[src/hdl/pcs_pkg.sv]
// Package for the per-channel substitution block.
// Assumes a 32-bit Avalon-MM host and sampled backplane/line clocks.
package pcs_pkg;
    localparam int ADDR_W = 8;
    localparam int DATA_W = 32;
    localparam int CODE_W = 8;
    localparam int CH_N   = 32;
    localparam int CH_W   = 5;
    localparam int BIT_W  = 3;
    localparam int POS_W  = 9;
    localparam int ARR_N  = 64;
    localparam int ARR_AW = 6;

    localparam logic [CH_W-1:0]   CH_T1_LIM   = 5'h18;
    localparam logic [POS_W-1:0]  POS_LAST_E1 = 9'h0ff;
    localparam logic [POS_W-1:0]  POS_LAST_T1 = 9'h0c0;
    localparam logic [POS_W-1:0]  POS_ONE     = 9'h001;
    localparam logic [BIT_W-1:0]  BIT_ROBBED  = 3'h7;
    localparam logic [ARR_AW-1:0] ARR_STEP    = 6'h01;

    localparam logic [ADDR_W-1:0] OFF_IAAR  = 8'h00;
    localparam logic [ADDR_W-1:0] OFF_PCICR = 8'h04;
    localparam logic [ADDR_W-1:0] OFF_CTRL  = 8'h58;
    localparam logic [ADDR_W-1:0] OFF_STAT  = 8'h5c;
    localparam logic [ADDR_W-1:0] GRP_SPAN  = 8'h10;

    // Groups of four byte registers covering 32 channels each
    localparam int GRP_TX_IE  = 0;
    localparam int GRP_RX_IE  = 1;
    localparam int GRP_TX_BLK = 2;
    localparam int GRP_RX_BLK = 3;
    localparam int GRP_TX_SEL = 4;
    localparam int GRP_N      = 5;
    localparam logic [ADDR_W-1:0] GRP_BASE [GRP_N] =
        '{8'h08, 8'h18, 8'h28, 8'h38, 8'h48};

    localparam int CTRL_T1     = 0;
    localparam int CTRL_HWSIG  = 1;
    localparam int CTRL_TX_ES  = 2;
    localparam int CTRL_SIG_CB = 3;
    localparam int CTRL_W      = 4;
    localparam int IAAR_TX_ALL = 6;
    localparam int IAAR_RX_ALL = 7;
    localparam int STAT_RX_LSB = 16;

    localparam logic [CODE_W-1:0] CODE_RST = 8'h00;
    localparam logic [CH_N-1:0]   VEC_RST  = 32'h0000_0000;
    localparam logic [CTRL_W-1:0] CTRL_RST = 4'h0;
    localparam logic [POS_W-1:0]  POS_RST  = 9'h000;
endpackage

[src/hdl/pcs_subst.sv]
// Per-channel idle substitution, hardware signaling insert, blocking.
// Assumes clk_i well above the link clocks; link pins are asynchronous.
`timescale 1ns/1ps
module pcs_subst
    import pcs_pkg::*;
(
    input  wire logic              clk_i,
    input  wire logic              rst_i,
    input  wire logic              ce_i,
    input  wire logic [ADDR_W-1:0] avs_address_i,
    input  wire logic              avs_read_i,
    input  wire logic              avs_write_i,
    input  wire logic [DATA_W-1:0] avs_writedata_i,
    input  wire logic [3:0]        avs_byteenable_i,
    output logic      [DATA_W-1:0] avs_readdata_o,
    output logic                   avs_waitrequest_o,
    input  wire logic              tx_backplane_clock_i,
    input  wire logic              tx_frame_sync_i,
    input  wire logic              tx_serial_data_in_i,
    input  wire logic              tx_signaling_in_i,
    output logic                   tx_serial_data_out_o,
    output logic                   tx_channel_block_out_o,
    input  wire logic              rx_line_clock_i,
    input  wire logic              rx_frame_sync_i,
    input  wire logic              rx_serial_data_in_i,
    output logic                   rx_serial_data_out_o,
    output logic                   rx_channel_block_out_o,
    output logic                   signaling_control_bit_o
);
    logic [CODE_W-1:0] iaar_reg;
    logic [CODE_W-1:0] iaar_next;
    logic [CODE_W-1:0] arr_reg  [ARR_N];
    logic [CODE_W-1:0] arr_next [ARR_N];
    logic [CH_N-1:0]   grp_reg  [GRP_N];
    logic [CH_N-1:0]   grp_next [GRP_N];
    logic [CTRL_W-1:0] ctrl_reg;
    logic [CTRL_W-1:0] ctrl_next;
    logic [DATA_W-1:0] rdata_reg;
    logic [DATA_W-1:0] rdata_next;
    logic              ack_reg;
    logic              ack_next;
    logic              req;
    logic              acc;
    logic              wr_ok;
    logic              t1;
    logic [POS_W-1:0]  lane_pos [2];
    logic [1:0]        lane_out;
    logic [1:0]        lane_blk;

    // Which byte of a channel group an address hits
    function automatic logic [2:0] grp_hit(input logic [ADDR_W-1:0] a,
                                           input int g);
        logic [ADDR_W-1:0] diff;
        diff = a - GRP_BASE[g];
        return {diff < GRP_SPAN, diff[3:2]};
    endfunction

    // Frame position to {F-bit, channel, bit in channel}
    function automatic logic [8:0] dec_pos(input logic [POS_W-1:0] p,
                                           input logic tm);
        logic [POS_W-1:0] off;
        off = tm ? p - POS_ONE : p;
        return {tm && p == POS_RST, off[BIT_W+CH_W-1:BIT_W],
                off[BIT_W-1:0]};
    endfunction

    assign req   = avs_read_i | avs_write_i;
    assign acc   = req & ack_reg & ce_i;
    assign wr_ok = avs_write_i & avs_byteenable_i[0];
    assign t1    = ctrl_reg[CTRL_T1];
    // Answer one cycle after the request, never while frozen
    assign avs_waitrequest_o      = req & ~(ack_reg & ce_i);
    assign avs_readdata_o         = rdata_reg;
    assign signaling_control_bit_o = ctrl_reg[CTRL_SIG_CB];
    assign tx_serial_data_out_o   = lane_out[0];
    assign rx_serial_data_out_o   = lane_out[1];
    assign tx_channel_block_out_o = lane_blk[0];
    assign rx_channel_block_out_o = lane_blk[1];

    always_comb begin
        logic [2:0] hit;
        hit        = 3'h0;
        iaar_next  = iaar_reg;
        arr_next   = arr_reg;
        grp_next   = grp_reg;
        ctrl_next  = ctrl_reg;
        rdata_next = rdata_reg;
        // Ack drops after each answer, so back-to-back requests wait again
        ack_next   = req & ~ack_reg;
        // Read data latched on the first cycle, stands until next read
        if (avs_read_i && !ack_reg) begin
            rdata_next = '0;
            if (avs_address_i == OFF_IAAR) begin
                rdata_next[CODE_W-1:0] = iaar_reg;
            end
            if (avs_address_i == OFF_PCICR) begin
                rdata_next[CODE_W-1:0] = arr_reg[iaar_reg[ARR_AW-1:0]];
            end
            if (avs_address_i == OFF_CTRL) begin
                rdata_next[CTRL_W-1:0] = ctrl_reg;
            end
            if (avs_address_i == OFF_STAT) begin
                rdata_next[POS_W-1:0] = lane_pos[0];
                rdata_next[STAT_RX_LSB+:POS_W] = lane_pos[1];
            end
            for (int g = 0; g < GRP_N; g++) begin
                hit = grp_hit(avs_address_i, g);
                if (hit[2]) begin
                    rdata_next[CODE_W-1:0] = grp_reg[g][hit[1:0]*CODE_W
                                                         +: CODE_W];
                end
            end
        end
        if (acc && wr_ok) begin
            if (avs_address_i == OFF_IAAR) begin
                iaar_next = avs_writedata_i[CODE_W-1:0];
            end
            if (avs_address_i == OFF_CTRL) begin
                ctrl_next = avs_writedata_i[CTRL_W-1:0];
            end
            if (avs_address_i == OFF_PCICR) begin
                if (iaar_reg[IAAR_TX_ALL+:2] == 2'h0) begin
                    arr_next[iaar_reg[ARR_AW-1:0]] =
                        avs_writedata_i[CODE_W-1:0];
                end
                for (int i = 0; i < ARR_N; i++) begin
                    if (i < CH_N ? iaar_reg[IAAR_TX_ALL]
                                 : iaar_reg[IAAR_RX_ALL]) begin
                        arr_next[i] = avs_writedata_i[CODE_W-1:0];
                    end
                end
                iaar_next[ARR_AW-1:0] = iaar_reg[ARR_AW-1:0] + ARR_STEP;
            end
            for (int g = 0; g < GRP_N; g++) begin
                hit = grp_hit(avs_address_i, g);
                if (hit[2]) begin
                    grp_next[g][hit[1:0]*CODE_W +: CODE_W] =
                        avs_writedata_i[CODE_W-1:0];
                end
            end
        end
        if (acc && avs_read_i && avs_address_i == OFF_PCICR) begin
            iaar_next[ARR_AW-1:0] = iaar_reg[ARR_AW-1:0] + ARR_STEP;
        end
    end

    always_ff @(posedge clk_i) begin
        if (rst_i) begin
            iaar_reg  <= CODE_RST;
            arr_reg   <= '{default: CODE_RST};
            grp_reg   <= '{default: VEC_RST};
            ctrl_reg  <= CTRL_RST;
            rdata_reg <= '0;
            ack_reg   <= 1'b0;
        end else if (ce_i) begin
            iaar_reg  <= iaar_next;
            arr_reg   <= arr_next;
            grp_reg   <= grp_next;
            ctrl_reg  <= ctrl_next;
            rdata_reg <= rdata_next;
            ack_reg   <= ack_next;
        end
    end

    // Lane 0 transmit (backplane to line), lane 1 receive
    for (genvar d = 0; d < 2; d++) begin : g_lane
        localparam int GI = (d == 0) ? GRP_TX_IE  : GRP_RX_IE;
        localparam int GB = (d == 0) ? GRP_TX_BLK : GRP_RX_BLK;
        logic [3:0]       raw;
        logic [3:0]       s1_reg;
        logic [3:0]       s2_reg;
        logic             clk_q_reg;
        logic [POS_W-1:0] pos_reg;
        logic [POS_W-1:0] pos_next;
        logic             out_reg;
        logic             out_next;
        logic             blk_reg;
        logic             blk_next;
        logic             in_reg;
        logic             in_next;
        logic             sig_reg;
        logic             sig_next;
        logic             rise;
        logic [8:0]       cd;
        logic [8:0]       pd;
        logic [CH_W-1:0]  pch;
        logic [BIT_W-1:0] pbi;
        logic             pok;
        logic             psub;
        logic             psig;

        if (d == 0) begin : g_raw_tx
            assign raw = {tx_signaling_in_i, tx_serial_data_in_i,
                          tx_frame_sync_i, tx_backplane_clock_i};
        end else begin : g_raw_rx
            assign raw = {1'b0, rx_serial_data_in_i,
                          rx_frame_sync_i, rx_line_clock_i};
        end

        assign rise        = s2_reg[0] & ~clk_q_reg;
        assign lane_pos[d] = pos_reg;
        assign lane_out[d] = out_reg;
        assign lane_blk[d] = blk_reg;
        assign pd   = dec_pos(pos_reg, t1);
        assign pch  = pd[BIT_W+CH_W-1:BIT_W];
        assign pbi  = pd[BIT_W-1:0];
        assign pok  = !pd[8] && (!t1 || pch < CH_T1_LIM);
        assign psub = pok && grp_reg[GI][pch];
        assign psig = (d == 0) && ctrl_reg[CTRL_HWSIG] && !pd[8]
                      && grp_reg[GRP_TX_SEL][pch]
                      && (!t1 || pbi == BIT_ROBBED);

        always_comb begin
            logic [POS_W-1:0] cur;
            logic [CH_W-1:0]  ch;
            logic [BIT_W-1:0] bi;
            logic             ok;
            cur      = POS_RST;
            ch       = '0;
            bi       = '0;
            ok       = 1'b0;
            cd       = '0;
            pos_next = pos_reg;
            out_next = out_reg;
            blk_next = blk_reg;
            in_next  = in_reg;
            sig_next = sig_reg;
            if (rise) begin
                if (!s2_reg[1] &&
                    pos_reg < (t1 ? POS_LAST_T1 : POS_LAST_E1)) begin
                    cur = pos_reg + POS_ONE;
                end
                cd = dec_pos(cur, t1);
                ch = cd[BIT_W+CH_W-1:BIT_W];
                bi = cd[BIT_W-1:0];
                ok = !cd[8] && (!t1 || ch < CH_T1_LIM);
                pos_next = cur;
                in_next  = s2_reg[2];
                sig_next = s2_reg[3];
                out_next = s2_reg[2];
                if (d == 0 && ctrl_reg[CTRL_HWSIG] && !cd[8]
                    && grp_reg[GRP_TX_SEL][ch]
                    && (!t1 || bi == BIT_ROBBED)) begin
                    out_next = s2_reg[3];
                end
                // Later assignment: idle code wins over signaling
                // idle code MSB first
                if (ok && grp_reg[GI][ch]) begin
                    out_next = arr_reg[d*CH_N+ch][CODE_W-1-bi];
                end
                blk_next = ok && grp_reg[GB][ch];
            end
        end

        // Two-stage synchroniser; only stage two feeds logic
        always_ff @(posedge clk_i) begin
            if (rst_i) begin
                s1_reg    <= 4'h0;
                s2_reg    <= 4'h0;
                clk_q_reg <= 1'b0;
                pos_reg   <= POS_RST;
                out_reg   <= 1'b0;
                blk_reg   <= 1'b0;
                in_reg    <= 1'b0;
                sig_reg   <= 1'b0;
            end else if (ce_i) begin
                s1_reg    <= raw;
                s2_reg    <= s1_reg;
                clk_q_reg <= s2_reg[0];
                pos_reg   <= pos_next;
                out_reg   <= out_next;
                blk_reg   <= blk_next;
                in_reg    <= in_next;
                sig_reg   <= sig_next;
            end
        end

        if (d == 0) begin : g_sig_chk

        end
    end
endmodule

[config.mk]
export PLATFORM = sky130hd
export DESIGN_NAME = pcs_subst
export DESIGN_NICKNAME = d
export VERILOG_FILES = /design/src/hdl/pcs_pkg.sv /design/src/hdl/pcs_subst.sv
export SDC_FILE = /design/constraint.sdc
export NUM_CORES = 2
export LEC_CHECK = 0
export ABC_AREA = 1
export BUFFER_PORTS_ARGS = -buffer_cell sky130_fd_sc_hd__buf_4
export CORE_MARGIN = 2
export CORE_UTILIZATION = 60
export DETAILED_ROUTE_END_ITERATION = 8
export PLACE_DENSITY = 0.77
export SYNTH_ARGS = -nofsm -noshare
export SYNTH_HDL_FRONTEND = slang
export SYNTH_SLANG_ARGS = --single-unit
export TNS_END_PERCENT = 100
[constraint.sdc]
create_clock -name clk_i -period 3.8 [get_ports clk_i]
set_input_delay 0.38 -clock clk_i [delete_from_list [all_inputs] [get_ports clk_i]]
set_output_delay 0.38 -clock clk_i [all_outputs]
set_load 0.1 [all_outputs]
# After elaboration in Yosys (flattened, before gate mapping)
# Cells that the tools add are included.
dict set report totals {
  ff_bits 741
  in_bits 56
  out_inout_bits 38
}
dict set report op_classes {
  shifts 15
  eq_ne 4
  n_mux 120
  n_reduce_logical 48
  add_sub_neg 18
  bitwise 16
  n_lt_le_gt_ge 17
}
# cell n
set op_table {}
lappend op_table {{2-to-1 mux 8 bit} 80}
lappend op_table {{bitwise mux 512 bit} 1}
lappend op_table {{2-to-1 mux 512 bit} 1}
lappend op_table {{negator 5 -> 34 bit} 5}
lappend op_table {{variable shift 8 x 34 -> 32 bit (first input constant)} 5}
lappend op_table {{indexed part select 8 x 34 -> 32 bit} 5}
lappend op_table {{bitwise mux 32 bit} 5}
lappend op_table {{indexed part select 32 x 6 -> 8 bit} 5}
lappend op_table {{binary-select mux 8 bit (select 6 bit)} 3}
lappend op_table {{>= comparator 33 x 7 -> 1 bit (second input constant)} 2}
lappend op_table {{less-than comparator 32 x 4 -> 1 bit (second input constant)} 2}
lappend op_table {{2-to-1 mux 9 bit} 6}
lappend op_table {{demux 8 bit (select 6 bit)} 1}
lappend op_table {{less-than comparator 8 x 5 -> 1 bit (second input constant)} 5}
lappend op_table {{NOT 5 -> 33 bit} 1}
lappend op_table {{NOT 7 -> 33 bit} 1}
lappend op_table {{2-to-1 mux 6 bit} 5}
lappend op_table {{binary-select mux 1 bit (select 5 bit)} 5}
lappend op_table {{AND reduction 3 bit} 8}
lappend op_table {{adder 9 x 1 -> 9 bit (second input constant)} 2}
lappend op_table {{logical AND 1 bit} 18}
lappend op_table {{logical NOT 9 bit} 2}
lappend op_table {{equality test 8 x 7 -> 1 bit (second input constant)} 2}
lappend op_table {{subtractor 8 x 1 -> 8 bit (second input constant)} 2}
lappend op_table {{other kinds (30)} 66}

# Depth between registers and ports, before layout
dict set report logic_depth {
  word_depth 15
  depth_mapped 25
}

# Worst setup path after synthesis
# OpenSTA, ideal clock, no wires.
dict set report synth_path {
  path_kind {in2reg}
  start {input avs_address_i[3]}
  end {register grp_reg[6] (netlist name)}
  setup_slack_ns 0.585
  n_path_buf 4
  arrival_time_ns 3.145
  setup_ns 0.070
  cell_stages 17
  required_ns 3.730
  path_cell_list {clkbuf_1 inv_1 clkbuf_1 clkbuf_1 ha_1 nand2_1 nand2_1 xor2_1 or2_2 nor2_1 inv_1 nor2_1 inv_1 nor2_1 clkbuf_1 o21ai_0 a21oi_1}
}
dict set report synth_between {
  elab_chain_len 4
  elab_cells_between_ends 7
  cone_classes {2 x add/sub; 1 x order compare; 2 x shift; 1 x mux; 1 x reduce/logical}
}
# item line_no
set synth_rtl {}
lappend synth_rtl {{from (decl)} pcs_subst.sv:10} ;# input wire logic [ADDR_W-1:0] avs_address_i,
lappend synth_rtl {{subtractor 8 x 7 -> 8 bit *} pcs_subst.sv:54} ;# diff = a - GRP_BASE[g];
lappend synth_rtl {{negator 5 -> 34 bit} pcs_subst.sv:138} ;# avs_writedata_i[CODE_W-1:0];
lappend synth_rtl {{indexed part select 8 x 34 -> 32 bit or variable shift 8 x 34 -> 32 bit (tied branches)} pcs_subst.sv:137} ;# grp_next[g][hit[1:0]*CODE_W +: CODE_W] =
lappend synth_rtl {{bitwise mux 32 bit} pcs_subst.sv:137}
lappend synth_rtl {{to (signal assigned)} pcs_subst.sv:158} ;# grp_reg <= grp_next;
lappend synth_rtl {{to (decl)} pcs_subst.sv:34} ;# logic [CH_N-1:0] grp_reg [GRP_N];
# Every way passes the cells marked *; elsewhere a longest branch is shown, timed or not.
# A chain may end at the register's enable or synchronous reset.

# Worst setup path after layout
dict set report layout_path {
  start {register iaar_reg[2]}
  end {register rdata_reg[2], in the netlist avs_readdata_o[2]}
}
dict set report layout_between {
  elab_chain_len 12
  elab_cells_between_ends 13
  cone_classes {12 x mux; 1 x bitwise}
}
# item line_no
set layout_rtl {}
lappend layout_rtl {{from (decl)} pcs_subst.sv:30} ;# logic [CODE_W-1:0] iaar_reg;
lappend layout_rtl {{from (signal assigned)} pcs_subst.sv:156} ;# iaar_reg <= iaar_next;
lappend layout_rtl {{NOT 6 -> 7 bit (not written as such)} pcs_subst.sv:97} ;# rdata_next[CODE_W-1:0] = arr_reg[iaar_reg[ARR_AW-1:0]];
lappend layout_rtl {{binary-select mux 8 bit (select 6 bit)} pcs_subst.sv:97}
lappend layout_rtl {{2-to-1 mux 8 bit (not written as such) (2 in a row)} pcs_subst.sv:97}
lappend layout_rtl {{2-to-1 mux 8 bit *} pcs_subst.sv:96} ;# if (avs_address_i == OFF_PCICR) begin
lappend layout_rtl {{2-to-1 mux 4 bit *} pcs_subst.sv:99} ;# if (avs_address_i == OFF_CTRL) begin
lappend layout_rtl {{2-to-1 mux 9 bit *} pcs_subst.sv:102} ;# if (avs_address_i == OFF_STAT) begin
lappend layout_rtl {{2-to-1 mux 8 bit * (5 in a row)} pcs_subst.sv:108} ;# if (hit[2]) begin
lappend layout_rtl {{to (signal assigned)} pcs_subst.sv:160} ;# rdata_reg <= rdata_next;
lappend layout_rtl {{to (decl)} pcs_subst.sv:38} ;# logic [DATA_W-1:0] rdata_reg;
# Every way passes the cells marked *; elsewhere a longest branch is shown, timed or not. The select of a mux whose other input is x is not followed.

==> metrics <==
routed len/inst 22.41 um; Cell Int Power 0.01318 W; Switching Fraction 26.42%; clock slew at the register clock pins of the worst setup and hold paths 60 ps; GR Util met3 11.97%; Post-Syn Area 39300 um^2; vias in the first global route 38810; register bit total from synthesis 741; global route hottest layer met2; core area 64580 um^2; Critical Path RT 4310 ps; Distinct cells, synth 58; IO Port Bufs 52; setup TNS 0 ps; r2r setup slk 80 ps; Gate Count Post-Synth 5872; total power draw 0.01791 W; grt ovf 0; met1 usage 57.05%; initial core utilization 60.85%; largest net degree at the start of global routing 143; initial antenna violation count 2; post-synth top area share 37.75%; NumNets Final 5836; clk buf depth 3; Total Wirelength 149.7 mm; Setup crit start iaar_reg[2]; global-route usage over all layers 42.66%; root buffer cell clkbuf_16; CP endpoint kind flip-flop; combinational share of power 9.5%; TritonRoute pass-1 iters 8; Area Growth Syn to Fin 11.76%; Yosys warning count 0; chip height 259.9 um; RSZ-0062 raised after global routing true; IO Pins 94; Fillers 5769; Top FF cell, synth dfxtp_1; post-DP HPWL 95.92 mm; 1st-iter DRT viols 6852; Worst Setup EP avs_readdata_o[2]; critical path class reg -> reg; top area cells in the synthesized netlist dfxtp_1 (38%), a21oi_1 (11%), o21ai_0 (11%); number of synthesized flops with an enable pin 0; Max Clock Freq 0.2687 GHz; Final Cycle Share 97.93%; worst skew pair latency 650 ps; Worst Skew 21.76 ps; endpoints failing setup 0; R2R Path Start iaar_reg[2]; Lkg Pwr 16.86 nW; share of cells above drive strength 1 8.897%; met2 Use GR 62.19%; final hold viol count 0; maximum capacitance violations 0; Worst Path Arrival 4230 ps; Max-slew headroom 19.93%; max reg flops 512; Final Wtd Congestion 1.013; Crit Path Max Fanout 14; Die Footprint 67560 um^2; H-tree Lvls 3; startpoint class of the critical path flip-flop; total CTS buffers 81; Detail Route Antenna Nets 0; area leader, netlist dfxtp_1; global-route wire length before repair 226.8 mm; post-synthesis sequential area ratio 37.75%; cells on worst reg2reg path 21; VDD IR max 0.5453 mV; Pwr Density 407.8 nW/um^2; DR vias 43310; Remaining DRCs 0; vias per std cell 6.485; reg2reg end avs_readdata_o[2]; Slew @ Worst Pin 1201 ps; Hold Crit Class in -> reg; Final min period 3721 ps; P_sw 0.004732 W; Num Clock Sinks 741; ys async rst share 0%; sequential power share 43.7%; Slew Limit Fails 0; clock power share 46.8%; row cnt 93; CTS tree done; status completed; Die W 259.9 um; Syn Area/Cell 6.692 um^2
## what timing repair did
| action | CTS | global route |
|---|---|---|
| hold endpoints to repair | 7 | 0 |
| pin swaps | 0 | 2 |
| cloned | 0 | 2 |
| hold buffers | 7 | 0 |
| endpoints found under the setup margin | 1 | 9 |
| setup buffers | 0 | 1 |
| resized for setup | 1 | 24 |
## final cells by class
cell class,count,area [um^2],share of cell area [%]
clock buffer,115,2356,5.365
timing repair buffer,311,2809,6.396
sequential,741,14840,33.79
clock inverter,34,447.9,1.020
inverter,473,1794,4.085
tap,855,1070,2.436
multi-input combinational,4148,20600,46.91
antenna,1,2.502,0.005698
## metrics by stage
step | hold slack (ps) | setup WS (ps) | cells | utilization [%] | instance area (um^2)
2_1_floorplan | 434.0 | 585.1 | 5885 | - | 39350
3_3_place_gp | 449.2 | -31.56 | 6518 | 63.33 | 40900
3_5_place_dp | 456.4 | -22.33 | 6518 | 63.33 | 40900
4_1_cts | 53.22 | 40.98 | 6674 | 67.79 | 43780
5_1_grt | 79.28 | -47.61 | 6677 | 68.00 | 43920
6_report | 68.96 | 78.80 | 6678 | 68.01 | 43920
## power groups by stage
| stage | sequential, W | clock (W) | combinational (W) |
|---|---|---|---|
| finish | 0.00783 | 0.00837 | 0.00171 |
| global route | 0.00783 | 0.00867 | 0.00178 |
| CTS | 0.00783 | 0.00838 | 0.00162 |
| detailed placement | 0.00800 | 0 | 0.00160 |
| global placement | 0.00800 | 0 | 0.00160 |
| floorplan | 0.00809 | 0 | 0.000991 |
## logic make-up (layout without fill, tap and decap cells)
logic type	count (synthesis)	in the layout	share of synthesized area, %
flip-flops	741	741	37.75
buffers and inverters	997	933	10.36
AO/OA/AOI/OAI	2064	2064	28.13
other	1	15	0.009543
XOR/XNOR	19	19	0.4904
adder cells (fa/ha/maj)	24	24	0.7641
AND/OR/NAND/NOR	2026	2027	22.50
## worst min path at each step
| stage | from | depth (start not counted) | to | slack, ps |
|---|---|---|---|---|
| after floorplan | g_lane[0].s2_reg[2] | 2 | g_lane[0].s2_reg[2] | 430 |
| after global placement | g_lane[1].clk_q_reg | 2 | g_lane[1].clk_q_reg | 450 |
| after detailed placement | grp_reg[50] | 2 | grp_reg[50] | 460 |
| after CTS | avs_writedata_i[5] | 3 | iaar_reg[5] | 50 |
| after global routing | avs_writedata_i[3] | 3 | iaar_reg[3] | 80 |
| final | avs_writedata_i[5] | 3 | iaar_reg[5] | 70 |
## synth_stat cells (all sizes together) (9+ instances only)
library cell	n
a22oi	39
ha	24
a31oi	20
xor2	16
nand3b	24
nand2	947
nand4	51
o221ai	12
a221oi	28
o2111ai	16
o211ai	56
nand3	718
buf	180
nor2	251
o41ai	9
a21oi	883
inv	469
dfxtp	741
o22ai	79
o21ai	896
nor3	25
clkbuf	344
## placed cells by master (no fill, tap or decap), types with 12 or more instances in the layout
cell	synthesis	routed
inv_1	454	439
nand3b_1	24	24
a221oi_1	28	28
clkbuf_1	344	15
o2111ai_1	16	16
buf_4	29	265
clkbuf_8	0	18
nor2_1	248	245
a21oi_1	882	882
inv_2	15	26
nor3_1	24	20
nand4_1	51	51
xor2_1	15	15
o221ai_1	12	12
a22oi_1	39	39
clkbuf_16	0	83
o21ai_1	23	23
o211ai_1	56	56
nand2_1	940	935
o21ai_0	872	871
dfxtp_1	741	738
conb_1	1	14
a31oi_1	20	20
clkinv_2	0	16
ha_1	24	24
buf_12	0	32
o22ai_1	79	79
nand3_1	715	710
## worst max-delay path: stages (launching register included)
cell and delay [ps]:
dfxtp_2 410, inv_1 160, nand3_2 310, inv_2 320, buf_4 270, nand2_1 60
o21ai_0 120, o41ai_2 480, buf_4 200, nand2_1 50, nor2_1 180, nand2_1 120
nand2_1 70, nand4_1 90, nand2_1 120, nand2_1 80, nand2_1 60, nand2_1 50
nand2_1 80, nand2_1 150, nand2_1 130, a21oi_1 60
## metal layers
metal	routed length, um	vias to the layer above
li1	-	19900
met1	57220	19700
met2	62400	3074
met3	20920	637
met4	9140	2
met5	11	-
(Power assumes the default switching activity.)
